===== config.mk =====
export PLATFORM = sky130hd
export DESIGN_NAME = i2c_slave_ctrl
export DESIGN_NICKNAME = d
export VERILOG_FILES = /design/src/hw/i2c_pin_sync.v /design/src/hw/i2c_slave_ctrl.v
export VERILOG_INCLUDE_DIRS = /design/src /design/src/hw
export SDC_FILE = /design/constraint.sdc
export NUM_CORES = 1
export LEC_CHECK = 0
export ABC_CLOCK_PERIOD_IN_PS = 3350
export BUFFER_PORTS_ARGS = -buffer_cell sky130_fd_sc_hd__buf_2
export CAP_MARGIN = 30
export CORE_ASPECT_RATIO = 1.1
export CORE_MARGIN = 2
export CORE_UTILIZATION = 56
export DETAILED_ROUTE_END_ITERATION = 12
export GPL_ROUTABILITY_DRIVEN = 0
export GPL_TIMING_DRIVEN = 0
export MAX_ROUTING_LAYER = met4
export PLACE_DENSITY = 0.79
export SYNTH_ARGS = -nofsm -noshare
export SYNTH_HDL_FRONTEND = slang
export SYNTH_SLANG_ARGS = --single-unit

===== constraint.sdc =====
create_clock -name mclk -period 3.35 [get_ports mclk]
set_clock_uncertainty 0.1 [all_clocks]
set_input_delay 0.1675 -clock mclk [delete_from_list [all_inputs] [get_ports mclk]]
set_output_delay 0.1675 -clock mclk [all_outputs]
set_load 0.03 [all_outputs]

===== src/hw/i2c_slave_map.vh =====
/*
 * constants for the i2c slave direction and acknowledge control block
 * assumes: included by bare name from the design files under hw/
 */
`ifndef I2C_SLAVE_MAP_VH
`define I2C_SLAVE_MAP_VH

// ----------------------------------------------------------------
// states, one-hot
// ----------------------------------------------------------------
`define ST_W 8
`define ST_IDLE 8'h01
`define ST_ADDR 8'h02
`define ST_AACK 8'h04
`define ST_RX 8'h08
`define ST_RACK 8'h10
`define ST_TX 8'h20
`define ST_TACK 8'h40
`define ST_WAIT 8'h80

// ----------------------------------------------------------------
// byte framing
// ----------------------------------------------------------------
`define BIT_LAST 3'h7
`define BIT_ZERO 3'h0
`define BIT_ONE 3'h1
`define BYTE_ZERO 8'h00
`define MSB_POS 7
`define RW_POS 0
`define ADDR_HI 7
`define ADDR_LO 1

// ----------------------------------------------------------------
// pin synchroniser
// ----------------------------------------------------------------
`define SYNC_W 2
`define SYNC_SCL 0
`define SYNC_SDA 1
`define PIN_IDLE 1'b1

`endif

===== src/hw/i2c_pin_sync.v =====
/*
 * two flip-flop synchroniser for the scl and sda pin inputs
 * assumes: pins idle high, mclk much faster than scl
 */
`timescale 1ns/1ps
`include "i2c_slave_map.vh"

module i2c_pin_sync
(
	input wire mclk,
	input wire rst_b,
	input wire [`SYNC_W-1:0] pin_in,
	output wire [`SYNC_W-1:0] pin_sync
);

reg [`SYNC_W-1:0] stage_a;
reg [`SYNC_W-1:0] stage_b;

// ----------------------------------------------------------------
// per-pin double flop
// ----------------------------------------------------------------
genvar gi;
generate
	for (gi = 0; gi < `SYNC_W; gi = gi + 1)
	begin : g_sync
		always @(posedge mclk or negedge rst_b)
		begin
			if (!rst_b)
			begin
				stage_a[gi] <= `PIN_IDLE;
				stage_b[gi] <= `PIN_IDLE;
			end
			else
			begin
				stage_a[gi] <= pin_in[gi];
				stage_b[gi] <= stage_a[gi];
			end
		end
	end
endgenerate

assign pin_sync = stage_b;

endmodule // i2c_pin_sync


===== src/hw/i2c_slave_ctrl.v =====
/*
 * i2c slave byte engine with direction, acknowledge and status control
 * assumes: scl and sda come from pins (open drain, idle high); control
 * bits are held by software; the outside wire is pulled up
 */
`timescale 1ns/1ps
`include "i2c_slave_map.vh"

module i2c_slave_ctrl
(
	input wire mclk,
	input wire rst_b,
	input wire scl_in,
	input wire sda_in,
	output reg sda_out,
	output reg sda_oe,
	input wire [6:0] own_address,
	input wire slave_direction_select,
	input wire outgoing_ack_select,
	input wire wake_on_address_match_enable,
	input wire sleep_mode,
	input wire [7:0] tx_data,
	output reg [7:0] rx_data,
	output reg byte_done,
	output reg master_rw_direction_flag,
	output reg received_ack_status,
	output reg address_match_flag,
	output reg bus_busy_flag,
	output reg wake_request
);

// ----------------------------------------------------------------
// pin sampling and edge detection
// ----------------------------------------------------------------
wire [`SYNC_W-1:0] pin_sync;
reg scl_q;
reg sda_q;
wire scl_s;
wire sda_s;
wire scl_rise;
wire scl_fall;
wire start_det;
wire stop_det;

i2c_pin_sync u_sync
(
	.mclk(mclk),
	.rst_b(rst_b),
	.pin_in({sda_in, scl_in}),
	.pin_sync(pin_sync)
);

assign scl_s = pin_sync[`SYNC_SCL];
assign sda_s = pin_sync[`SYNC_SDA];
assign scl_rise = scl_s & ~scl_q;
assign scl_fall = ~scl_s & scl_q;
assign start_det = scl_s & scl_q & sda_q & ~sda_s;
assign stop_det = scl_s & scl_q & ~sda_q & sda_s;

always @(posedge mclk or negedge rst_b)
begin
	if (!rst_b)
	begin
		scl_q <= 1'b1;
		sda_q <= 1'b1;
	end
	else
	begin
		scl_q <= scl_s;
		sda_q <= sda_s;
	end
end

// ----------------------------------------------------------------
// bus busy
// ----------------------------------------------------------------
always @(posedge mclk or negedge rst_b)
begin
	if (!rst_b)
		bus_busy_flag <= 1'b0;
	else if (start_det)
		bus_busy_flag <= 1'b1;
	else if (stop_det)
		bus_busy_flag <= 1'b0;
end

// ----------------------------------------------------------------
// byte state machine
// ----------------------------------------------------------------
reg [`ST_W-1:0] state;
reg [2:0] bit_cnt;
reg [7:0] shift;
reg addr_full;
wire [7:0] shift_in;

assign shift_in = {shift[6:0], sda_s};

always @(posedge mclk or negedge rst_b)
begin
	if (!rst_b)
	begin
		state <= `ST_IDLE;
		bit_cnt <= `BIT_ZERO;
		shift <= `BYTE_ZERO;
		sda_out <= 1'b0;
		sda_oe <= 1'b0;
		rx_data <= `BYTE_ZERO;
		byte_done <= 1'b0;
		master_rw_direction_flag <= 1'b0;
		received_ack_status <= 1'b0;
		address_match_flag <= 1'b0;
		addr_full <= 1'b0;
	end
	else
	begin
		byte_done <= 1'b0;
		sda_out <= 1'b0;
		if (start_det)
		begin
			state <= `ST_ADDR;
			bit_cnt <= `BIT_ZERO;
			sda_oe <= 1'b0;
			address_match_flag <= 1'b0;
			addr_full <= 1'b0;
		end
		else if (stop_det)
		begin
			state <= `ST_IDLE;
			sda_oe <= 1'b0;
		end
		else
		begin
			case (state)
				`ST_IDLE:
				begin
					sda_oe <= 1'b0;
				end
				`ST_ADDR:
				begin
					if (scl_rise)
					begin
						shift <= shift_in;
						bit_cnt <= bit_cnt + `BIT_ONE;
						if (bit_cnt == `BIT_LAST)
						begin
							address_match_flag <= (shift_in[`ADDR_HI:`ADDR_LO] == own_address);
							master_rw_direction_flag <= shift_in[`RW_POS];
							addr_full <= 1'b1;
						end
					end
					else if (scl_fall && addr_full)
					begin
						addr_full <= 1'b0;
						if (address_match_flag)
						begin
							sda_oe <= 1'b1;
							state <= `ST_AACK;
						end
						else
							state <= `ST_WAIT;
					end
				end
				`ST_AACK:
				begin
					if (scl_fall)
					begin
						bit_cnt <= `BIT_ZERO;
						// direction select picks transmit or receive
						if (slave_direction_select)
						begin
							shift <= tx_data;
							sda_oe <= ~tx_data[`MSB_POS];
							state <= `ST_TX;
						end
						else
						begin
							sda_oe <= 1'b0;
							state <= `ST_RX;
						end
					end
				end
				`ST_RX:
				begin
					if (scl_rise)
					begin
						shift <= shift_in;
						bit_cnt <= bit_cnt + `BIT_ONE;
						if (bit_cnt == `BIT_LAST)
						begin
							rx_data <= shift_in;
							byte_done <= 1'b1;
						end
					end
					else if (scl_fall && bit_cnt == `BIT_ZERO)
					begin
						// ack select driven in 9th clock
						sda_oe <= ~outgoing_ack_select;
						state <= `ST_RACK;
					end
				end
				`ST_RACK:
				begin
					if (scl_fall)
					begin
						sda_oe <= 1'b0;
						bit_cnt <= `BIT_ZERO;
						state <= `ST_RX;
					end
				end
				`ST_TX:
				begin
					if (scl_fall)
					begin
						bit_cnt <= bit_cnt + `BIT_ONE;
						if (bit_cnt == `BIT_LAST)
						begin
							sda_oe <= 1'b0;
							state <= `ST_TACK;
						end
						else
						begin
							shift <= {shift[6:0], 1'b0};
							sda_oe <= ~shift[`MSB_POS-1];
						end
					end
				end
				`ST_TACK:
				begin
					if (scl_rise)
					begin
						received_ack_status <= sda_s;
						byte_done <= 1'b1;
					end
					else if (scl_fall)
					begin
						bit_cnt <= `BIT_ZERO;
						if (!received_ack_status)
						begin
							shift <= tx_data;
							sda_oe <= ~tx_data[`MSB_POS];
							state <= `ST_TX;
						end
						else
						begin
							sda_oe <= 1'b0;
							state <= `ST_WAIT;
						end
					end
				end
				`ST_WAIT:
				begin
					sda_oe <= 1'b0;
				end
				default:
				begin
					sda_oe <= 1'b0;
					state <= `ST_IDLE;
				end
			endcase
		end
	end
end

// ----------------------------------------------------------------
// wake on address match
// ----------------------------------------------------------------
reg match_q;

always @(posedge mclk or negedge rst_b)
begin
	if (!rst_b)
	begin
		match_q <= 1'b0;
		wake_request <= 1'b0;
	end
	else
	begin
		match_q <= address_match_flag;
		if (!wake_on_address_match_enable)
			wake_request <= 1'b0;
		else if (address_match_flag && !match_q && sleep_mode)
			wake_request <= 1'b1;
	end
end

endmodule // i2c_slave_ctrl


Word level (Yosys, flattened, before mapping). Index checks and enable logic that the tools add are counted.

Register bits after elaboration: 41. Input bits: 23. Output and inout bits: 16. Logic and storage cells: 166.

Add/subtract/negate cells: 1. Equality and inequality tests: 36. Muxes and demuxes: 69. Bitwise logic cells: 16. Reductions and logical operators: 25.

Operators by type and width (count): 8-bit two-way mux (14); 7-bit two-way mux (8); 8-bit one-hot mux with 7 select lines (1); 4-bit != test (second input constant) (11); 1-bit two-way mux (35); 7-bit one-hot mux with 4 select lines (1); 11-bit AND reduction (2); 3-bit two-way mux (6); 2-bit != test (second input constant) (8); 5-bit AND reduction (3); 3-bit one-hot mux with 4 select lines (1); 4-bit AND reduction (3); 10-bit AND reduction (1); 3-bit by 1-bit != test with 1-bit output (second input constant) (3); 1-bit NOT (9); 8-bit by 1-bit equality test with 1-bit output (second input constant) (1); 8-bit by 2-bit equality test with 1-bit output (second input constant) (1); 8-bit by 3-bit equality test with 1-bit output (second input constant) (1); 8-bit by 4-bit equality test with 1-bit output (second input constant) (1); 8-bit by 5-bit equality test with 1-bit output (second input constant) (1); 8-bit by 6-bit equality test with 1-bit output (second input constant) (1); 8-bit by 7-bit equality test with 1-bit output (second input constant) (1); 8-bit equality test (second input constant) (1); 2-bit nonzero test (4); other kinds (16) (29).

Depth between registers and ports, before layout.
Depth after elaboration: 8. Gate-level depth with buffers: 7. Gate-level depth less buffers: 6.

Modules after synthesis. From an unflattened synthesis, not the netlist that was laid out.

Cells, all modules: 213. Area, all modules: 2352.3 µm².

By module, submodules not included: i2c_slave_ctrl (instances 1, cells an instance 209, area each 2247.2 µm²); i2c_pin_sync (instances 1, cells an instance 4, area each 105.1 µm²).

Least setup slack after synthesis. Ideal clock, no wire load.

Path type: register -> register. Start point: register state[1]. End point: register shift[0]. Arrival time: 2175 ps. Slack: 950 ps. Cell stages (with the launch flop): 7. Buffers on the path: 1. Path through: dfrtp_1 buf_6 nor4_4 nand3_4 a31o_1 nor4_4 mux2_2.

Cells in the longest elaborated chain, start to end: 4. Elaborated cells between the ends (all ways): 17. Classes of those cells: eq/ne (13); mux (1); reduce/logical (3).

Ends and longest elaborated chain: start: declaration (line i2c_slave_ctrl.v:90) `` reg [`ST_W-1:0] state; ``; start signal: assignment (line i2c_slave_ctrl.v:102) `` state <= `ST_IDLE; ``; start signal: assignment (line i2c_slave_ctrl.v:120) `` state <= `ST_ADDR; ``; start signal: assignment (line i2c_slave_ctrl.v:128) `` state <= `ST_IDLE; ``; 8-bit by 4-bit equality test with 1-bit output / 8-bit by 2-bit equality test with 1-bit output (equally long branches) (line i2c_slave_ctrl.v:133) `case (state)`; 2-bit OR reduction (no source line); 2-bit by 1-bit != test with 1-bit output (no source line) / 4-bit nonzero test (equally long branches); 11-bit AND reduction (no source line); end signal: assignment (line i2c_slave_ctrl.v:142) `shift <= shift_in;`; end signal: assignment (line i2c_slave_ctrl.v:171) `shift <= tx_data;`; end signal: assignment (line i2c_slave_ctrl.v:186) `shift <= shift_in;`; end: declaration (line i2c_slave_ctrl.v:92) `reg [7:0] shift;`.

Parallel ways exist; a longest one is shown, timed or not. A chain may end at the register's enable or synchronous reset.

Worst setup path after layout.
Start point: register state[1]. End point: register shift[3].

Same word-level chain as after synthesis.

==> results.txt <==
----------------------------------------------------
[Status]
  Outcome ... finished clean

[Synthesis]
  Biggest area consumer among synthesized cells ... sky130_fd_sc_hd__dfrtp_1
  Count of flip-flops with a built-in enable after synthesis ... 0
  Proportion of synthesized flip-flops having asynchronous set or reset ... 1.00
  Seq/Total Area, Yosys ... 0.446
  Syn nets ... 242
  Flop and latch count out of synthesis ... 41
  Share of the synthesized area in the top cell type ... 0.366
  Summed instance area of the synthesized netlist ... 2320 sq um
  Post-synthesis cell count ... 216
  Number of distinct library cell variants in the gate-level netlist after synthesis ... 55
  Post-synthesis area per instance ... 10.8 sq um
  Warnings from Yosys ... 0
  Most used standard cell by instance count after synthesis ... sky130_fd_sc_hd__dfrtp_1
  Cell types with the highest counts after synthesis ... sky130_fd_sc_hd__dfrtp_1, sky130_fd_sc_hd__mux2_2, sky130_fd_sc_hd__nand3_1
  Cell types occupying the most area after synthesis ... sky130_fd_sc_hd__dfrtp_1, sky130_fd_sc_hd__mux2_2, sky130_fd_sc_hd__dfstp_2
  Post-synth top flop ... sky130_fd_sc_hd__dfrtp_1

[Placement]
  Post-detail-place hpwl ... about 3800 microns
  Pre-CTS setup slack ... about 0.53 ns
  Port buffer count ... 37
  Number of cells after detailed placement ... 305

[Timing]
  Setup repair after global routing missed its margin ... no
  Share of the cycle needed by the critical path after routing ... 0.847
  Actual transition at the worst max-transition pin ... 0.876 ns
  TNS Setup ... 0 ns
  Final setup vio count ... 0
  Worst slew slack as a fraction of its limit ... 0.416
  Final max-slew violation count ... 0
  Final critical-path required period ... 2.84 ns
  Max Fclk ... 352 MHz
  Final setup slack of the worst path ... ~0.51 ns
  Final Hold Vio Count ... 0

[Clock tree]
  H-tree levels ... 2
  Number of clock sinks ... 41
  Post CTS Setup Buffer Count ... 0
  Clock-pin slew reported for the worst setup and hold paths after clock tree synthesis ... approximately 0.08 ns
  Skew-Pair Late Insertion Delay ... 0.30 ns
  Root buf cell ... sky130_fd_sc_hd__clkbuf_8
  TritonCTS buffer count ... 5
  Clock tree buffer depth ... 2
  Clock tree from TritonCTS ... yes

[Worst setup path]
  Family with the most delay on the worst path ... simple AND/OR/NAND/NOR gates
  Delay of the slowest cell on the worst path ... 0.60 ns
  CP startpoint ... state[1]$_DFFE_PN0P_
  CP Data Arrival Time ... 2.92 ns
  Cell Chain, Critical Path ... buf_6 -> nor4_4 -> nand3_4 -> a31o_1 -> nor4_4 -> mux2_2
  CP bufs+invs ... 1
  Critical path startpoint category ... flip-flop
  CP dominant cell by count ... sky130_fd_sc_hd__nor4_4
  Type of element capturing the critical path ... flip-flop
  Beginning of the worst register-to-register path ... state[1]$_DFFE_PN0P_
  Required time worst endpoint ... about 3.4 ns
  Maximum net fanout on the critical path ... 9
  Cell with the largest stage delay on the worst path ... sky130_fd_sc_hd__nor4_4
  Setup CP Type ... reg2reg

[Hold path]
  Class of the worst hold path ... in2reg
  Hold path startpoint ... sleep_mode

[Cells and area]
  Share of cells above drive strength 1 ... 0.351
  Number of fill cells in the layout ... 295
  NumNets Final ... 290
  Finished Layout Cells ... 317
  Final antenna diode count ... 0
  Post-layout utilization of the core ... 0.688
  Synth-to-layout area growth ... 17.5%

[Floorplan]
  Floorplan die area ... around 4700 sq um
  Core Region ... 3960 sq um
  Die Ht ... 71.5 microns
  Boundary pin count ... 39
  Number of placement rows ... 24
  Initial cell density of the core ... 0.586
  Horizontal die dimension ... 65.4 microns

[Drt]
  DRT iter0 DRCs ... 182
  DRC violations left ... 0
  Number of vias in the routed layout ... ~1900
  DRT antenna net count ... 0
  First-pass detailed-route iteration total ... 4
  Routed wire length ... 5190 microns
  Drt wl/cell ... around 16 microns
  Vias/cell ... 6.02

[Job]
  Number of maximum-capacitance violations ... 0

[GRT]
  Wire length of the first global-routing pass ... ~8700 microns
  All-layer global routing usage ... 0.255
  Number of antenna violations at the first check in global routing ... 0
  Number of global-route vias before repair ... around 1900
  Maximum number of pins on one net before global-route repair ... 42
  Total overflow reported by the global router ... 0

[Power]
  Power density normalized to cell area ... 440 nW/um^2
  LEAKAGE ... between 1 and 1.5 nW
  Worst supply voltage drop on vdd ... 0.456 mV

----------------------------------------------------
[layer usage]
| metal | track usage | vias to the layer above | wire length [microns] | part of all wire |
|---|---|---|---|---|
| met3 | 0.0518 | 12 | 298 | 0.057 |
| met5 | - | - | 0 | 0 |
| met2 | 0.398 | 76 | 2600 | 0.50 |
| met1 | 0.327 | 922 | 2180 | 0.42 |
| li1 | - | 897 | - | - |
| met4 | 0.102 | 0 | 109 | 0.021 |
[repair_timing]
| action | CTS | global route |
|---|---|---|
| resized for setup | 0 | 0 |
| endpoints found under the setup margin | 0 | 0 |
| hold endpoints to repair | 37 | 0 |
| hold buffers | 4 | 0 |
[final timing paths]
kind	endpoint	slack (ns)	depth (start not counted)
max	shift[3]$_DFFE_PN0P_	0.51	6
min	wake_request$_DFFE_PN0P_	0.11	3
max reg2reg	shift[3]$_DFFE_PN0P_	0.51	6
min reg2reg	u_sync.pin_sync[1]$_DFF_PN1_	0.26	0
max in group asynchronous	state[1]$_DFFE_PN0P_	2.18	2
min in group asynchronous	state[5]$_DFFE_PN0P_	0.43	2
[where the power goes]
| part | switching, mW | total (mW) | internal, mW |
|---|---|---|---|
| combinational | 0.114 | 0.211 | 0.0970 |
| clock | 0.178 | 0.401 | 0.223 |
| sequential | 0.0433 | 0.589 | 0.545 |
[flip-flops by register name (all words and copies together) (netlist names), 2 cells and up]
signal and cells:
rx_data 8, state 8, shift 7, bit_cnt 3, u_sync.pin_sync 2, u_sync.stage_a 2
[logic make-up (layout without fill, tap and decap cells)]
logic type | count (synthesis) | count (layout) | share of synthesized area
flops | 41 | 41 | 0.446
compound gates | 42 | 42 | 0.120
other cells | 1 | 1 | 0.00161
simple gates | 71 | 71 | 0.193
mux | 30 | 30 | 0.144
fa+ha+maj | 3 | 3 | 0.0162
xor+xnor | 12 | 12 | 0.0453
buf+inv | 16 | 65 | 0.0350
[worst min-delay path: stages]
cell	delay [ns]
sky130_fd_sc_hd__buf_2	0.07
sky130_fd_sc_hd__and3b_1	0.14
sky130_fd_sc_hd__o21a_1	0.10
[placed cells by master, fill, tap and decap left out, types with 2 or more instances in the layout]
cell and n:
sky130_fd_sc_hd__clkbuf_1 3, sky130_fd_sc_hd__o211ai_1 2, sky130_fd_sc_hd__a32oi_1 2, sky130_fd_sc_hd__nor3b_1 2, sky130_fd_sc_hd__nor4_1 4, sky130_fd_sc_hd__nand2_1 9
sky130_fd_sc_hd__buf_6 2, sky130_fd_sc_hd__nand3_1 13, sky130_fd_sc_hd__o22ai_1 2, sky130_fd_sc_hd__and3_1 2, sky130_fd_sc_hd__o21a_1 2, sky130_fd_sc_hd__dfstp_2 7
sky130_fd_sc_hd__nor3_1 6, sky130_fd_sc_hd__o21ai_0 10, sky130_fd_sc_hd__nor4_4 2, sky130_fd_sc_hd__xor2_1 11, sky130_fd_sc_hd__nand4b_1 2, sky130_fd_sc_hd__buf_2 39
sky130_fd_sc_hd__clkbuf_8 5, sky130_fd_sc_hd__a21oi_1 10, sky130_fd_sc_hd__nor2b_1 4, sky130_fd_sc_hd__dlygate4sd3_1 4, sky130_fd_sc_hd__nor2_1 10, sky130_fd_sc_hd__a31o_2 2
sky130_fd_sc_hd__mux2i_1 3, sky130_fd_sc_hd__nand2b_1 2, sky130_fd_sc_hd__nand4_1 3, sky130_fd_sc_hd__ha_1 3, sky130_fd_sc_hd__mux2_2 27, sky130_fd_sc_hd__inv_1 8
sky130_fd_sc_hd__dfrtp_1 34, sky130_fd_sc_hd__nor4b_1 2
[metrics by stage]
step	area (sq um)	hold WS (ns)	power [mW]
floorplan	2320	-0.228	0.737
global placement	2570	0.172	0.795
detailed placement	2570	0.174	0.806
CTS	2730	0.103	1.21
global route	2730	0.121	1.27
finish	2730	0.111	1.20
[area by class of cell]
class | instances | area (sq um) | share of cell area
Multi-Input combinational cell | 159 | 1210 | 0.442
Sequential cell | 41 | 1030 | 0.379
Timing Repair Buffer | 41 | 225 | 0.0826
Clock buffer | 5 | 68.8 | 0.0252
Tap cell | 52 | 65.1 | 0.0239
Buffer | 8 | 51.3 | 0.0188
Clock inverter | 3 | 46.3 | 0.0170
Inverter | 8 | 30.0 | 0.0110
No activity file was read; power rests on OpenSTA's default activity.
